**config.mk**
```make
export PLATFORM = sky130hd
export DESIGN_NAME = pmia_bank
export DESIGN_NICKNAME = d
export VERILOG_FILES = /design/src/rtl/pmia_pkg.sv /design/src/rtl/pmia_bank.sv
export SDC_FILE = /design/constraint.sdc
export NUM_CORES = 1
export LEC_CHECK = 0
export BUFFER_PORTS_ARGS = -buffer_cell sky130_fd_sc_hd__clkbuf_2
export CORE_AREA = 3 3 175 177
export CTS_BUF_LIST = sky130_fd_sc_hd__clkbuf_8
export CTS_CLUSTER_DIAMETER = 150
export DETAILED_ROUTE_END_ITERATION = 12
export DIE_AREA = 0 0 178 180
export GPL_TIMING_DRIVEN = 0
export PLACE_DENSITY_LB_ADDON = 0.05
export SYNTH_ARGS = -nofsm -noshare
export SYNTH_HDL_FRONTEND = slang
export SYNTH_SLANG_ARGS = --single-unit
```
**constraint.sdc**
```tcl
create_clock -name SYS_CLK_IN -period 6.1 [get_ports SYS_CLK_IN]
set_input_delay 1.525 -clock SYS_CLK_IN [delete_from_list [all_inputs] [get_ports SYS_CLK_IN]]
set_output_delay 1.525 -clock SYS_CLK_IN [all_outputs]
set_load 0.03 [all_outputs]
```
**src/rtl/pmia_pkg.sv**
```systemverilog
// Contract
// - Bits [15:14] pick the window function; 00 makes a window write load the address.
// - Function 01 reaches data on window reads and writes and keeps the address.
// - Function 10 advances the address after every window read or write of data.
// - Function 11 advances the address after a window write only; reads leave it alone.
// - Bits [4:0] route each window access to the named MMD; the host sets them first.
// - The 16-bit read/write window plus the control register is the path into MMD space.
// - Control and window reset to zero and control bits [13:5] read as zero.
// - The identifier word is read-only with six organisation id bits in [15:10].
// - Identifier holds a read-only pin-set model number in [9:4] and revision in [3:0].
// - MMD 0x01 is PMA/PMD, 0x03 PCS and 0x07 autonegotiation, each with its own registers.
// - Every implemented MMD reports devices-in-package low 0x008b and high 0xc000.
package pmia_pkg;
  localparam logic [4:0]  OFS_IDENT        = 5'h03;
  localparam logic [4:0]  OFS_CTRL         = 5'h0d;
  localparam logic [4:0]  OFS_WINDOW       = 5'h0e;
  localparam int          CTRL_FUNC_HI     = 15;
  localparam int          CTRL_FUNC_LO     = 14;
  localparam int          CTRL_DEVAD_HI    = 4;
  localparam logic [15:0] CTRL_RESET       = 16'h0000;
  localparam logic [15:0] WINDOW_RESET     = 16'h0000;
  localparam logic [1:0]  FUNC_ADDR        = 2'h0;
  localparam logic [1:0]  FUNC_DATA        = 2'h1;
  localparam logic [1:0]  FUNC_DATA_INC_RW = 2'h2;
  localparam logic [1:0]  FUNC_DATA_INC_W  = 2'h3;
  localparam logic [4:0]  DEVAD_PMA        = 5'h01;
  localparam logic [4:0]  DEVAD_PCS        = 5'h03;
  localparam logic [4:0]  DEVAD_AN         = 5'h07;
  // Arbitrary neutral identity values
  localparam logic [5:0]  ORG_ID_BITS      = 6'h15;
  localparam logic [3:0]  REVISION_NUMBER  = 4'h3;
  localparam logic [15:0] DEVS_LOW         = 16'h008b;
  localparam logic [15:0] DEVS_HIGH        = 16'hc000;
  // MMD register addresses
  localparam logic [15:0] A_CTRL1 = 16'h0000;
  localparam logic [15:0] A_STAT1 = 16'h0001;
  localparam logic [15:0] A_DEVL  = 16'h0005;
  localparam logic [15:0] A_DEVH  = 16'h0006;
  localparam logic [15:0] A_CTRL2 = 16'h0007;
  localparam logic [15:0] A_STAT2 = 16'h0008;
  localparam logic [15:0] A_TXDIS = 16'h0009;
  localparam logic [15:0] A_EXTAB = 16'h000b;
  localparam logic [15:0] A_BT1AB = 16'h0012;
  localparam logic [15:0] A_BT1CT = 16'h0834;
  localparam logic [15:0] A_LRPC  = 16'h08f6;
  localparam logic [15:0] A_LRPS  = 16'h08f7;
  localparam logic [15:0] A_LRTM  = 16'h08f8;
  localparam logic [15:0] A_LRLS  = 16'h8302;
  localparam logic [15:0] A_MSE   = 16'h830b;
  localparam logic [15:0] A_LRCC  = 16'h08e6;
  localparam logic [15:0] A_LRCS  = 16'h08e7;
  localparam logic [15:0] A_ANCT  = 16'h0200;
  localparam logic [15:0] A_ANST  = 16'h0201;
  localparam logic [15:0] A_ADVL  = 16'h0202;
  localparam logic [15:0] A_ADVM  = 16'h0203;
  localparam logic [15:0] A_ADVH  = 16'h0204;
  localparam logic [15:0] A_LPL   = 16'h0205;
  localparam logic [15:0] A_LPM   = 16'h0206;
  localparam logic [15:0] A_LPH   = 16'h0207;
  localparam logic [15:0] A_NPL   = 16'h0208;
  localparam logic [15:0] A_NPM   = 16'h0209;
  // Reset values
  localparam logic [15:0] R_PMA_CTRL1 = 16'h0000;
  localparam logic [15:0] R_PMA_STAT1 = 16'h0002;
  localparam logic [15:0] R_PMA_CTRL2 = 16'h003d;
  localparam logic [15:0] R_PMA_STAT2 = 16'h8301;
  localparam logic [15:0] R_PMA_TXDIS = 16'h0000;
  localparam logic [15:0] R_PMA_EXTAB = 16'h0800;
  localparam logic [15:0] R_BT1_AB    = 16'h0004;
  localparam logic [15:0] R_BT1_CT    = 16'h8002;
  localparam logic [15:0] R_LR_PC     = 16'h0000;
  localparam logic [15:0] R_LR_PS     = 16'h2800;
  localparam logic [15:0] R_LR_TM     = 16'h0000;
  localparam logic [15:0] R_PCS_CTRL1 = 16'h0000;
  localparam logic [15:0] R_PCS_STATUS_ONE = 16'h0002;
  localparam logic [15:0] R_PCS_STATUS_TWO = 16'h8000;
  localparam logic [15:0] R_LR_CC     = 16'h0000;
  localparam logic [15:0] R_AN_CT     = 16'h1000;
  localparam logic [15:0] R_AN_ST     = 16'h0008;
  localparam logic [15:0] R_ADV_L     = 16'h0001;
  localparam logic [15:0] R_ADV_M     = 16'h4000;
  localparam logic [15:0] R_ADV_H     = 16'h0000;
  localparam logic [15:0] R_NP_L      = 16'h2001;
  localparam logic [15:0] R_NP_M      = 16'h0000;
  // Writable register slots
  localparam int W_PMA_CTRL1 = 0;
  localparam int W_PMA_CTRL2 = 1;
  localparam int W_PMA_TXDIS = 2;
  localparam int W_BT1_CT    = 3;
  localparam int W_LR_PC     = 4;
  localparam int W_LR_TM     = 5;
  localparam int W_PCS_CTRL1 = 6;
  localparam int W_LR_CC     = 7;
  localparam int W_AN_CT     = 8;
  localparam int W_ADV_L     = 9;
  localparam int W_ADV_M     = 10;
  localparam int W_ADV_H     = 11;
  localparam int W_NP_L      = 12;
  localparam int W_NP_M      = 13;
  localparam int NWR         = 14;
  localparam int NO_SLOT     = 15;
endpackage

```
**src/rtl/pmia_bank.sv**
```systemverilog
module pmia_bank (
  // Clock and reset
  input  wire logic        SYS_CLK_IN,
  input  wire logic        RST_N_IN,
  // Management register port
  input  wire logic [4:0]  REG_ADDR_IN,
  input  wire logic        REG_WR_IN,
  input  wire logic        REG_RD_IN,
  input  wire logic [15:0] REG_WDATA_IN,
  output logic      [15:0] REG_RDATA_OUT,
  output logic             REG_RVALID_OUT,
  // Strap pins
  input  wire logic [5:0]  MODEL_PINS_IN,
  // Live status from the PHY core
  input  wire logic [15:0] LINK_STAT_IN,
  input  wire logic [15:0] MSE_IN,
  input  wire logic [15:0] PCS_STAT_IN,
  input  wire logic [15:0] AN_LP_L_IN,
  input  wire logic [15:0] AN_LP_M_IN,
  input  wire logic [15:0] AN_LP_H_IN
);
  logic [15:0] ctrl_reg;
  logic [15:0] window_reg;
  logic [15:0] addr_pma_reg;
  logic [15:0] addr_pcs_reg;
  logic [15:0] addr_an_reg;
  logic [15:0] addr_oth_reg;
  logic [5:0]  model_reg;
  logic        strap_done_reg;
  logic [15:0] wr_regs [pmia_pkg::NWR];

  logic [1:0]  func;
  logic [4:0]  devad;
  logic [15:0] cur_addr;
  logic        win_wr;
  logic        win_rd;
  logic        data_mode;
  logic        do_inc;
  logic [3:0]  slot;
  logic [15:0] mmd_rdata;
  logic [15:0] next_addr;

  assign func  = ctrl_reg[pmia_pkg::CTRL_FUNC_HI:pmia_pkg::CTRL_FUNC_LO];
  assign devad = ctrl_reg[pmia_pkg::CTRL_DEVAD_HI:0];
  assign win_wr = REG_WR_IN && (REG_ADDR_IN == pmia_pkg::OFS_WINDOW);
  assign win_rd = REG_RD_IN && (REG_ADDR_IN == pmia_pkg::OFS_WINDOW);
  assign data_mode = (func != pmia_pkg::FUNC_ADDR);
  // Increment policy per function
  assign do_inc = (win_wr && (func == pmia_pkg::FUNC_DATA_INC_RW ||
                              func == pmia_pkg::FUNC_DATA_INC_W)) ||
                  (win_rd && func == pmia_pkg::FUNC_DATA_INC_RW);
  // Pointer wraps at the top of the 16-bit space
  assign next_addr = data_mode ? 16'(cur_addr + 16'h0001) : REG_WDATA_IN;

  // Per-MMD stored address lookup
  always_comb begin
    case (devad)
      pmia_pkg::DEVAD_PMA: cur_addr = addr_pma_reg;
      pmia_pkg::DEVAD_PCS: cur_addr = addr_pcs_reg;
      pmia_pkg::DEVAD_AN:  cur_addr = addr_an_reg;
      default:             cur_addr = addr_oth_reg;
    endcase
  end

  // Map (devad, address) onto a writable slot
  function automatic logic [3:0] wslot(input logic [4:0] d, input logic [15:0] a);
    logic [3:0] s;
    s = 4'(pmia_pkg::NO_SLOT);
    if (d == pmia_pkg::DEVAD_PMA) begin
      case (a)
        pmia_pkg::A_CTRL1: s = 4'(pmia_pkg::W_PMA_CTRL1);
        pmia_pkg::A_CTRL2: s = 4'(pmia_pkg::W_PMA_CTRL2);
        pmia_pkg::A_TXDIS: s = 4'(pmia_pkg::W_PMA_TXDIS);
        pmia_pkg::A_BT1CT: s = 4'(pmia_pkg::W_BT1_CT);
        pmia_pkg::A_LRPC:  s = 4'(pmia_pkg::W_LR_PC);
        pmia_pkg::A_LRTM:  s = 4'(pmia_pkg::W_LR_TM);
        default:           s = 4'(pmia_pkg::NO_SLOT);
      endcase
    end else if (d == pmia_pkg::DEVAD_PCS) begin
      case (a)
        pmia_pkg::A_CTRL1: s = 4'(pmia_pkg::W_PCS_CTRL1);
        pmia_pkg::A_LRCC:  s = 4'(pmia_pkg::W_LR_CC);
        default:           s = 4'(pmia_pkg::NO_SLOT);
      endcase
    end else if (d == pmia_pkg::DEVAD_AN) begin
      case (a)
        pmia_pkg::A_ANCT: s = 4'(pmia_pkg::W_AN_CT);
        pmia_pkg::A_ADVL: s = 4'(pmia_pkg::W_ADV_L);
        pmia_pkg::A_ADVM: s = 4'(pmia_pkg::W_ADV_M);
        pmia_pkg::A_ADVH: s = 4'(pmia_pkg::W_ADV_H);
        pmia_pkg::A_NPL:  s = 4'(pmia_pkg::W_NP_L);
        pmia_pkg::A_NPM:  s = 4'(pmia_pkg::W_NP_M);
        default:          s = 4'(pmia_pkg::NO_SLOT);
      endcase
    end
    return s;
  endfunction

  function automatic logic [15:0] wreset(input int i);
    logic [15:0] v;
    v = 16'h0000;
    case (i)
      pmia_pkg::W_PMA_CTRL1: v = pmia_pkg::R_PMA_CTRL1;
      pmia_pkg::W_PMA_CTRL2: v = pmia_pkg::R_PMA_CTRL2;
      pmia_pkg::W_PMA_TXDIS: v = pmia_pkg::R_PMA_TXDIS;
      pmia_pkg::W_BT1_CT:    v = pmia_pkg::R_BT1_CT;
      pmia_pkg::W_LR_PC:     v = pmia_pkg::R_LR_PC;
      pmia_pkg::W_LR_TM:     v = pmia_pkg::R_LR_TM;
      pmia_pkg::W_PCS_CTRL1: v = pmia_pkg::R_PCS_CTRL1;
      pmia_pkg::W_LR_CC:     v = pmia_pkg::R_LR_CC;
      pmia_pkg::W_AN_CT:     v = pmia_pkg::R_AN_CT;
      pmia_pkg::W_ADV_L:     v = pmia_pkg::R_ADV_L;
      pmia_pkg::W_ADV_M:     v = pmia_pkg::R_ADV_M;
      pmia_pkg::W_ADV_H:     v = pmia_pkg::R_ADV_H;
      pmia_pkg::W_NP_L:      v = pmia_pkg::R_NP_L;
      pmia_pkg::W_NP_M:      v = pmia_pkg::R_NP_M;
      default:               v = 16'h0000;
    endcase
    return v;
  endfunction

  assign slot = wslot(devad, cur_addr);

  // MMD read decode
  always_comb begin
    mmd_rdata = 16'h0000;
    if (slot != 4'(pmia_pkg::NO_SLOT)) begin
      mmd_rdata = wr_regs[slot];
    end else if (devad == pmia_pkg::DEVAD_PMA) begin
      case (cur_addr)
        pmia_pkg::A_STAT1: mmd_rdata = pmia_pkg::R_PMA_STAT1;
        pmia_pkg::A_DEVL:  mmd_rdata = pmia_pkg::DEVS_LOW;
        pmia_pkg::A_DEVH:  mmd_rdata = pmia_pkg::DEVS_HIGH;
        pmia_pkg::A_STAT2: mmd_rdata = pmia_pkg::R_PMA_STAT2;
        pmia_pkg::A_EXTAB: mmd_rdata = pmia_pkg::R_PMA_EXTAB;
        pmia_pkg::A_BT1AB: mmd_rdata = pmia_pkg::R_BT1_AB;
        pmia_pkg::A_LRPS:  mmd_rdata = pmia_pkg::R_LR_PS;
        pmia_pkg::A_LRLS:  mmd_rdata = LINK_STAT_IN;
        pmia_pkg::A_MSE:   mmd_rdata = MSE_IN;
        default:           mmd_rdata = 16'h0000;
      endcase
    end else if (devad == pmia_pkg::DEVAD_PCS) begin
      case (cur_addr)
        pmia_pkg::A_STAT1: mmd_rdata = pmia_pkg::R_PCS_STATUS_ONE;
        pmia_pkg::A_DEVL:  mmd_rdata = pmia_pkg::DEVS_LOW;
        pmia_pkg::A_DEVH:  mmd_rdata = pmia_pkg::DEVS_HIGH;
        pmia_pkg::A_STAT2: mmd_rdata = pmia_pkg::R_PCS_STATUS_TWO;
        pmia_pkg::A_LRCS:  mmd_rdata = PCS_STAT_IN;
        default:           mmd_rdata = 16'h0000;
      endcase
    end else if (devad == pmia_pkg::DEVAD_AN) begin
      case (cur_addr)
        pmia_pkg::A_DEVL: mmd_rdata = pmia_pkg::DEVS_LOW;
        pmia_pkg::A_DEVH: mmd_rdata = pmia_pkg::DEVS_HIGH;
        pmia_pkg::A_ANST: mmd_rdata = pmia_pkg::R_AN_ST;
        pmia_pkg::A_LPL:  mmd_rdata = AN_LP_L_IN;
        pmia_pkg::A_LPM:  mmd_rdata = AN_LP_M_IN;
        pmia_pkg::A_LPH:  mmd_rdata = AN_LP_H_IN;
        default:          mmd_rdata = 16'h0000;
      endcase
    end
  end

  // Control register; reserved bits never stored
  always_ff @(posedge SYS_CLK_IN) begin
    if (!RST_N_IN) begin
      ctrl_reg <= pmia_pkg::CTRL_RESET;
    end else if (REG_WR_IN && REG_ADDR_IN == pmia_pkg::OFS_CTRL) begin
      ctrl_reg <= {REG_WDATA_IN[15:14], 9'h000, REG_WDATA_IN[4:0]};
    end
  end

  // Window shadow holds the last value written
  always_ff @(posedge SYS_CLK_IN) begin
    if (!RST_N_IN) begin
      window_reg <= pmia_pkg::WINDOW_RESET;
    end else if (win_wr) begin
      window_reg <= REG_WDATA_IN;
    end
  end

  // Per-MMD address pointers
  always_ff @(posedge SYS_CLK_IN) begin
    if (!RST_N_IN) begin
      addr_pma_reg <= 16'h0000;
      addr_pcs_reg <= 16'h0000;
      addr_an_reg  <= 16'h0000;
      addr_oth_reg <= 16'h0000;
    end else if ((win_wr && !data_mode) || do_inc) begin
      case (devad)
        pmia_pkg::DEVAD_PMA: addr_pma_reg <= next_addr;
        pmia_pkg::DEVAD_PCS: addr_pcs_reg <= next_addr;
        pmia_pkg::DEVAD_AN:  addr_an_reg  <= next_addr;
        default:             addr_oth_reg <= next_addr;
      endcase
    end
  end

  // Writable MMD registers; writes elsewhere are dropped
  always_ff @(posedge SYS_CLK_IN) begin
    if (!RST_N_IN) begin
      for (int i = 0; i < pmia_pkg::NWR; i++) begin
        wr_regs[i] <= wreset(i);
      end
    end else if (win_wr && data_mode && slot != 4'(pmia_pkg::NO_SLOT)) begin
      wr_regs[slot] <= REG_WDATA_IN;
    end
  end

  // Model strap caught after reset release
  always_ff @(posedge SYS_CLK_IN) begin
    if (!RST_N_IN) begin
      strap_done_reg <= 1'b0;
      model_reg      <= 6'h00;
    end else if (!strap_done_reg) begin
      strap_done_reg <= 1'b1;
      model_reg      <= MODEL_PINS_IN;
    end
  end

  // Registered read data
  always_ff @(posedge SYS_CLK_IN) begin
    if (!RST_N_IN) begin
      REG_RDATA_OUT  <= 16'h0000;
      REG_RVALID_OUT <= 1'b0;
    end else begin
      REG_RVALID_OUT <= REG_RD_IN;
      if (REG_RD_IN) begin
        case (REG_ADDR_IN)
          pmia_pkg::OFS_IDENT:
            REG_RDATA_OUT <= {pmia_pkg::ORG_ID_BITS, model_reg,
                              pmia_pkg::REVISION_NUMBER};
          pmia_pkg::OFS_CTRL:   REG_RDATA_OUT <= ctrl_reg;
          pmia_pkg::OFS_WINDOW: REG_RDATA_OUT <= data_mode ? mmd_rdata : cur_addr;
          default:              REG_RDATA_OUT <= 16'h0000;
        endcase
      end
    end
  end

  ctrl_reserved_a: assert property (@(posedge SYS_CLK_IN) disable iff (!RST_N_IN)
    ctrl_reg[13:5] == 9'h000) else $error("reserved control bits set");

  addr_load_a: assert property (@(posedge SYS_CLK_IN) disable iff (!RST_N_IN)
    win_wr && func == pmia_pkg::FUNC_ADDR && !(REG_WR_IN && REG_ADDR_IN == pmia_pkg::OFS_CTRL)
    |=> cur_addr == $past(REG_WDATA_IN)) else $error("address not loaded");

  no_inc_a: assert property (@(posedge SYS_CLK_IN) disable iff (!RST_N_IN)
    (win_wr || win_rd) && func == pmia_pkg::FUNC_DATA |=> $stable(cur_addr))
    else $error("address moved without increment");

  inc_rw_a: assert property (@(posedge SYS_CLK_IN) disable iff (!RST_N_IN)
    win_rd && func == pmia_pkg::FUNC_DATA_INC_RW && !REG_WR_IN
    |=> cur_addr == $past(cur_addr) + 16'h0001) else $error("read did not increment");

  inc_w_a: assert property (@(posedge SYS_CLK_IN) disable iff (!RST_N_IN)
    win_rd && func == pmia_pkg::FUNC_DATA_INC_W && !REG_WR_IN |=> $stable(cur_addr))
    else $error("read incremented in write-only mode");

  ident_org_a: assert property (@(posedge SYS_CLK_IN) disable iff (!RST_N_IN)
    REG_RD_IN && REG_ADDR_IN == pmia_pkg::OFS_IDENT
    |=> REG_RVALID_OUT && REG_RDATA_OUT[15:10] == pmia_pkg::ORG_ID_BITS)
    else $error("identifier bits wrong");

  ro_write_a: assert property (@(posedge SYS_CLK_IN) disable iff (!RST_N_IN)
    win_wr && data_mode && slot == 4'(pmia_pkg::NO_SLOT) |=> $stable(wr_regs[0]))
    else $error("read-only write stored");

  devs_high_a: assert property (@(posedge SYS_CLK_IN) disable iff (!RST_N_IN)
    data_mode && cur_addr == pmia_pkg::A_DEVH && (devad == pmia_pkg::DEVAD_AN)
    |-> mmd_rdata == pmia_pkg::DEVS_HIGH) else $error("devices high word wrong");

  devs_low_a: assert property (@(posedge SYS_CLK_IN) disable iff (!RST_N_IN)
    data_mode && cur_addr == pmia_pkg::A_DEVL && devad == pmia_pkg::DEVAD_PMA
    |-> mmd_rdata == pmia_pkg::DEVS_LOW) else $error("devices low word wrong");

  unmapped_zero_a: assert property (@(posedge SYS_CLK_IN) disable iff (!RST_N_IN)
    devad != pmia_pkg::DEVAD_PMA && devad != pmia_pkg::DEVAD_PCS && devad != pmia_pkg::DEVAD_AN
    |-> mmd_rdata == 16'h0000) else $error("unmapped device returned data");

  window_shadow_a: assert property (@(posedge SYS_CLK_IN) disable iff (!RST_N_IN)
    win_wr |=> window_reg == $past(REG_WDATA_IN)) else $error("window shadow not loaded");

  ctrl_write_a: assert property (@(posedge SYS_CLK_IN) disable iff (!RST_N_IN)
    REG_WR_IN && REG_ADDR_IN == pmia_pkg::OFS_CTRL
    |=> ctrl_reg == ($past(REG_WDATA_IN) & 16'hc01f)) else $error("control write lost");

  route_split_a: assert property (@(posedge SYS_CLK_IN) disable iff (!RST_N_IN)
    (win_wr || win_rd) && devad == pmia_pkg::DEVAD_PMA
    |=> $stable(addr_pcs_reg) && $stable(addr_an_reg)) else $error("other pointer moved");

  rvalid_pulse_a: assert property (@(posedge SYS_CLK_IN) disable iff (!RST_N_IN)
    REG_RD_IN |=> REG_RVALID_OUT) else $error("read not answered");

  rvalid_idle_a: assert property (@(posedge SYS_CLK_IN) disable iff (!RST_N_IN)
    !REG_RD_IN |=> !REG_RVALID_OUT) else $error("answer without read");

  rdata_hold_a: assert property (@(posedge SYS_CLK_IN) disable iff (!RST_N_IN)
    !REG_RD_IN |=> $stable(REG_RDATA_OUT)) else $error("read data changed without read");

  strap_hold_a: assert property (@(posedge SYS_CLK_IN) disable iff (!RST_N_IN)
    strap_done_reg |=> $stable(model_reg)) else $error("model strap recaptured");

  ident_rev_a: assert property (@(posedge SYS_CLK_IN) disable iff (!RST_N_IN)
    REG_RD_IN && REG_ADDR_IN == pmia_pkg::OFS_IDENT
    |=> REG_RDATA_OUT[3:0] == pmia_pkg::REVISION_NUMBER) else $error("revision bits wrong");
endmodule

```
==> flow_summary.json <==
{
  "maxClockFrequency_mhz": 162.0,
  "maxSlewHeadroom_pct": 20.46,
  "drt_drc_violations_left": 0,
  "cts.sinks": 327,
  "routed_via_density": 6.556,
  "synthXorXnorAreaFrac_pct": 0.5497,
  "p_comb_share_pct": 6.7,
  "cp_max_fo": 16,
  "p_sw_mw": 1.109,
  "setup_tns_ns": -2.321,
  "std_cell_rows": 63,
  "coreArea_sq_mm": 0.02940,
  "status": "complete, but fails checks",
  "cp_data_arrival_time_ns": 6.39,
  "yosys_register_bits": 327,
  "wl_per_cell_um": 27.41,
  "whs_ns": 0.4661,
  "async_reset_ff_share_pct": 0,
  "ys.flop_type": "edfxtp_1",
  "path_common_cell": "clkbuf_1",
  "grt_first_pass_wirelength_mm": 94.30,
  "regMostFlops": "wr_regs",
  "multi_input_area_sq_mm": 0.008135,
  "cts_tree": "done",
  "path_delay_family": "compound AO/OA/AOI/OAI gates",
  "slew_violations": 0,
  "antenna_found_initial": 0,
  "start_util_pct": 59.61,
  "overflow": 0,
  "hold_class": "register to register",
  "start_kind": "register",
  "area_growth_pct": 13.56,
  "seq_power_share_pct": 54.8,
  "final_common_cell": "nand2_1",
  "seq_area_sq_mm": 0.008869,
  "post-route-min-period_ns": 6.172,
  "grt_max_degree": 17,
  "final_nets": 2073,
  "p_leak_nw": 8.138,
  "routed_wl_mm": 64.94,
  "synthDistinctLibCells": 90,
  "clk_latency_ns": 0.62,
  "clock_power_share_pct": 38.5,
  "io_pins": 144,
  "violations": "setup timing",
  "critPathKind": "register to register",
  "cts_hold_buf": 0,
  "clock_skew_ns": 0.05093,
  "crit_slowest_cell": "o21ai_2",
  "grt_pass1_vias": 15010,
  "reg2reg_from": "ctrl_reg[1]$_SDFFE_PN0P_",
  "placedCellCount": 2279,
  "cp.required_ns": 6.32,
  "finalWorstSetupSlack_ns": -0.07241,
  "ys_top_cells_by_area": "edfxtp_1, dfxtp_1, and2_1",
  "htreeDepth": 2,
  "drive_gt1_share_pct": 15.26,
  "tightest_slew_ns": 1.189,
  "cp-startpoint": "ctrl_reg[1]$_SDFFE_PN0P_",
  "p_int_mw": 3.361,
  "syn_area_sq_mm": 0.01753,
  "drtIter0Drc": 1976,
  "cp-end-kind": "register",
  "vias": 15530,
  "clockBufferDepth": 3,
  "fillers": 2271,
  "ir_drop_mv": 0.2030,
  "synth_top_area_share_pct": 39.75,
  "synth_fa_ha_area_share_pct": 0.2856,
  "critPathBufInv": 7,
  "dp.final_hpwl_mm": 47.97,
  "hold_violations": 0,
  "firstDrtPassIters": 6,
  "die_x_um": 178,
  "powerDensity_mw_per_mm2": 224.6,
  "grt_usage_pct": 39.91,
  "muxShareOfSynthArea_pct": 6.739,
  "setup_viol": 49,
  "synth_compound_area_share_pct": 15.81,
  "synth_top_family_by_area": "simple AND/OR/NAND/NOR gates",
  "largest_reg_flops": 232,
  "period_share_pct": 101.2,
  "die_y_um": 180,
  "path_cells": "buf_6, buf_2, buf_2, mux2i_1, a221oi_4, ha_1, clkbuf_1, inv_1, a211oi_1, a221oi_1, o2bb2ai_2, nand2_1, clkbuf_1, clkbuf_1, o21ai_2",
  "root_buffer": "clkbuf_8",
  "ys_seq_area_share_pct": 50.60,
  "gp_congestion": 1.017,
  "synth-edff-count": 232,
  "portBuffers": 142,
  "final_util_pct": 67.70,
  "antenna_left": 0,
  "drv_cap": 0,
  "synth-simple-area-share_pct": 22.08,
  "syn_inst": 1733,
  "cts_buffers": 51,
  "critPathMaxStageDelay_ns": 0.86,
  "hold_start": "addr_pma_reg[0]$_SDFFE_PN0P_",
  "layout_common_cells": "nand2_1, edfxtp_1, and2_1",
  "dp_slack_ns": -0.5992,
  "insertedDiodeCount": 0,
  "synth.avg_cell_area_sq_um": 10.11,
  "dieArea_sq_mm": 0.03204,
  "final_cells": 2369,
  "yosysTopAreaCell": "edfxtp_1",
  "swShare_pct": 24.80,
  "clkTransAtPathRegs_ns": 0.07,
  "yosys_warnings": 0,
  "rsz0062_at_grt": "true"
}
==> power groups by stage <==
| stage | clock (mW) | combinational, mW | sequential [mW] |
|---|---|---|---|
| final | 1.72 | 0.299 | 2.45 |
| after global placement | 0 | 0.275 | 2.50 |
| after global routing | 1.81 | 0.314 | 2.45 |
| after floorplan | 0 | 0.136 | 2.50 |
| after detailed placement | 0 | 0.288 | 2.50 |
| after CTS | 1.70 | 0.289 | 2.45 |
==> path summary, 6_finish.rpt <==
path / cells after the start / slack (ns) / to
worst max-delay path: 15 / -0.07 / wr_regs[1][10]$_SDFFCE_PN0P_
worst min-delay path: 2 / 0.47 / addr_pma_reg[0]$_SDFFE_PN0P_
worst max register to register: 15 / -0.07 / wr_regs[1][10]$_SDFFCE_PN0P_
worst min register to register: 2 / 0.47 / addr_pma_reg[0]$_SDFFE_PN0P_
==> metal layers <==
metal	vias to the layer above	routed length, um	global-route usage (%)	part of all wire (%)
met5	-	0	0	0
met4	0	4794	25.16	7.4
met2	1114	30370	64.43	47
li1	6769	-	-	-
met1	7381	22820	48.85	35
met3	267	6956	7.879	11
==> tightest hold or removal path: cells and delay by family, from the launching register on <==
kind	cells	cell delay (ns)
flip-flops	1	0.31
AO/OA/AOI/OAI	1	0.06
AND/OR/NAND/NOR	1	0.05
==> final cells by class <==
cell class	count	share of cell area (%)
sequential	327	44.56
multi-input combinational	1269	40.87
timing repair buffer	149	4.080
clock buffer	52	3.596
buffer	130	3.187
tap	390	2.452
clock inverter	38	0.9932
inverter	14	0.2640
==> Yosys cell counts (all sizes together) (9+ instances only) <==
| library cell | count |
|---|---|
| buf | 42 |
| nand4 | 11 |
| dfxtp | 95 |
| nor2b | 18 |
| a221oi | 15 |
| nor3 | 18 |
| mux2i | 109 |
| o211ai | 9 |
| a22oi | 14 |
| or3 | 20 |
| a222oi | 9 |
| o21ai | 84 |
| nor2 | 71 |
| nor4 | 12 |
| a32oi | 9 |
| nand3 | 70 |
| edfxtp | 232 |
| o22ai | 20 |
| inv | 14 |
| nand2 | 257 |
| a21boi | 33 |
| and2 | 230 |
| o211a | 37 |
| clkbuf | 88 |
| a21oi | 64 |
| a31oi | 11 |
==> timing repair <==
action,in CTS,in global routing
buffers inserted,0,0
endpoints found under the setup margin,191,107
gates resized for setup,4,8
==> per-stage QoR <==
stage               total power, mW  area (sq um)
floorplan                     2.632         17550
global placement              2.773         18750
detailed placement            2.784         18920
CTS                           4.442         19850
global route                  4.576         19900
finish                        4.470         19900
==> logic make-up after synthesis <==
logic type      count (synthesis)
other cells                     1
flops                         327
fa+ha+maj                       4
simple gates                  745
compound gates                384
mux                           117
buf+inv                       144
xor+xnor                       11
(Power assumes the default switching activity.)
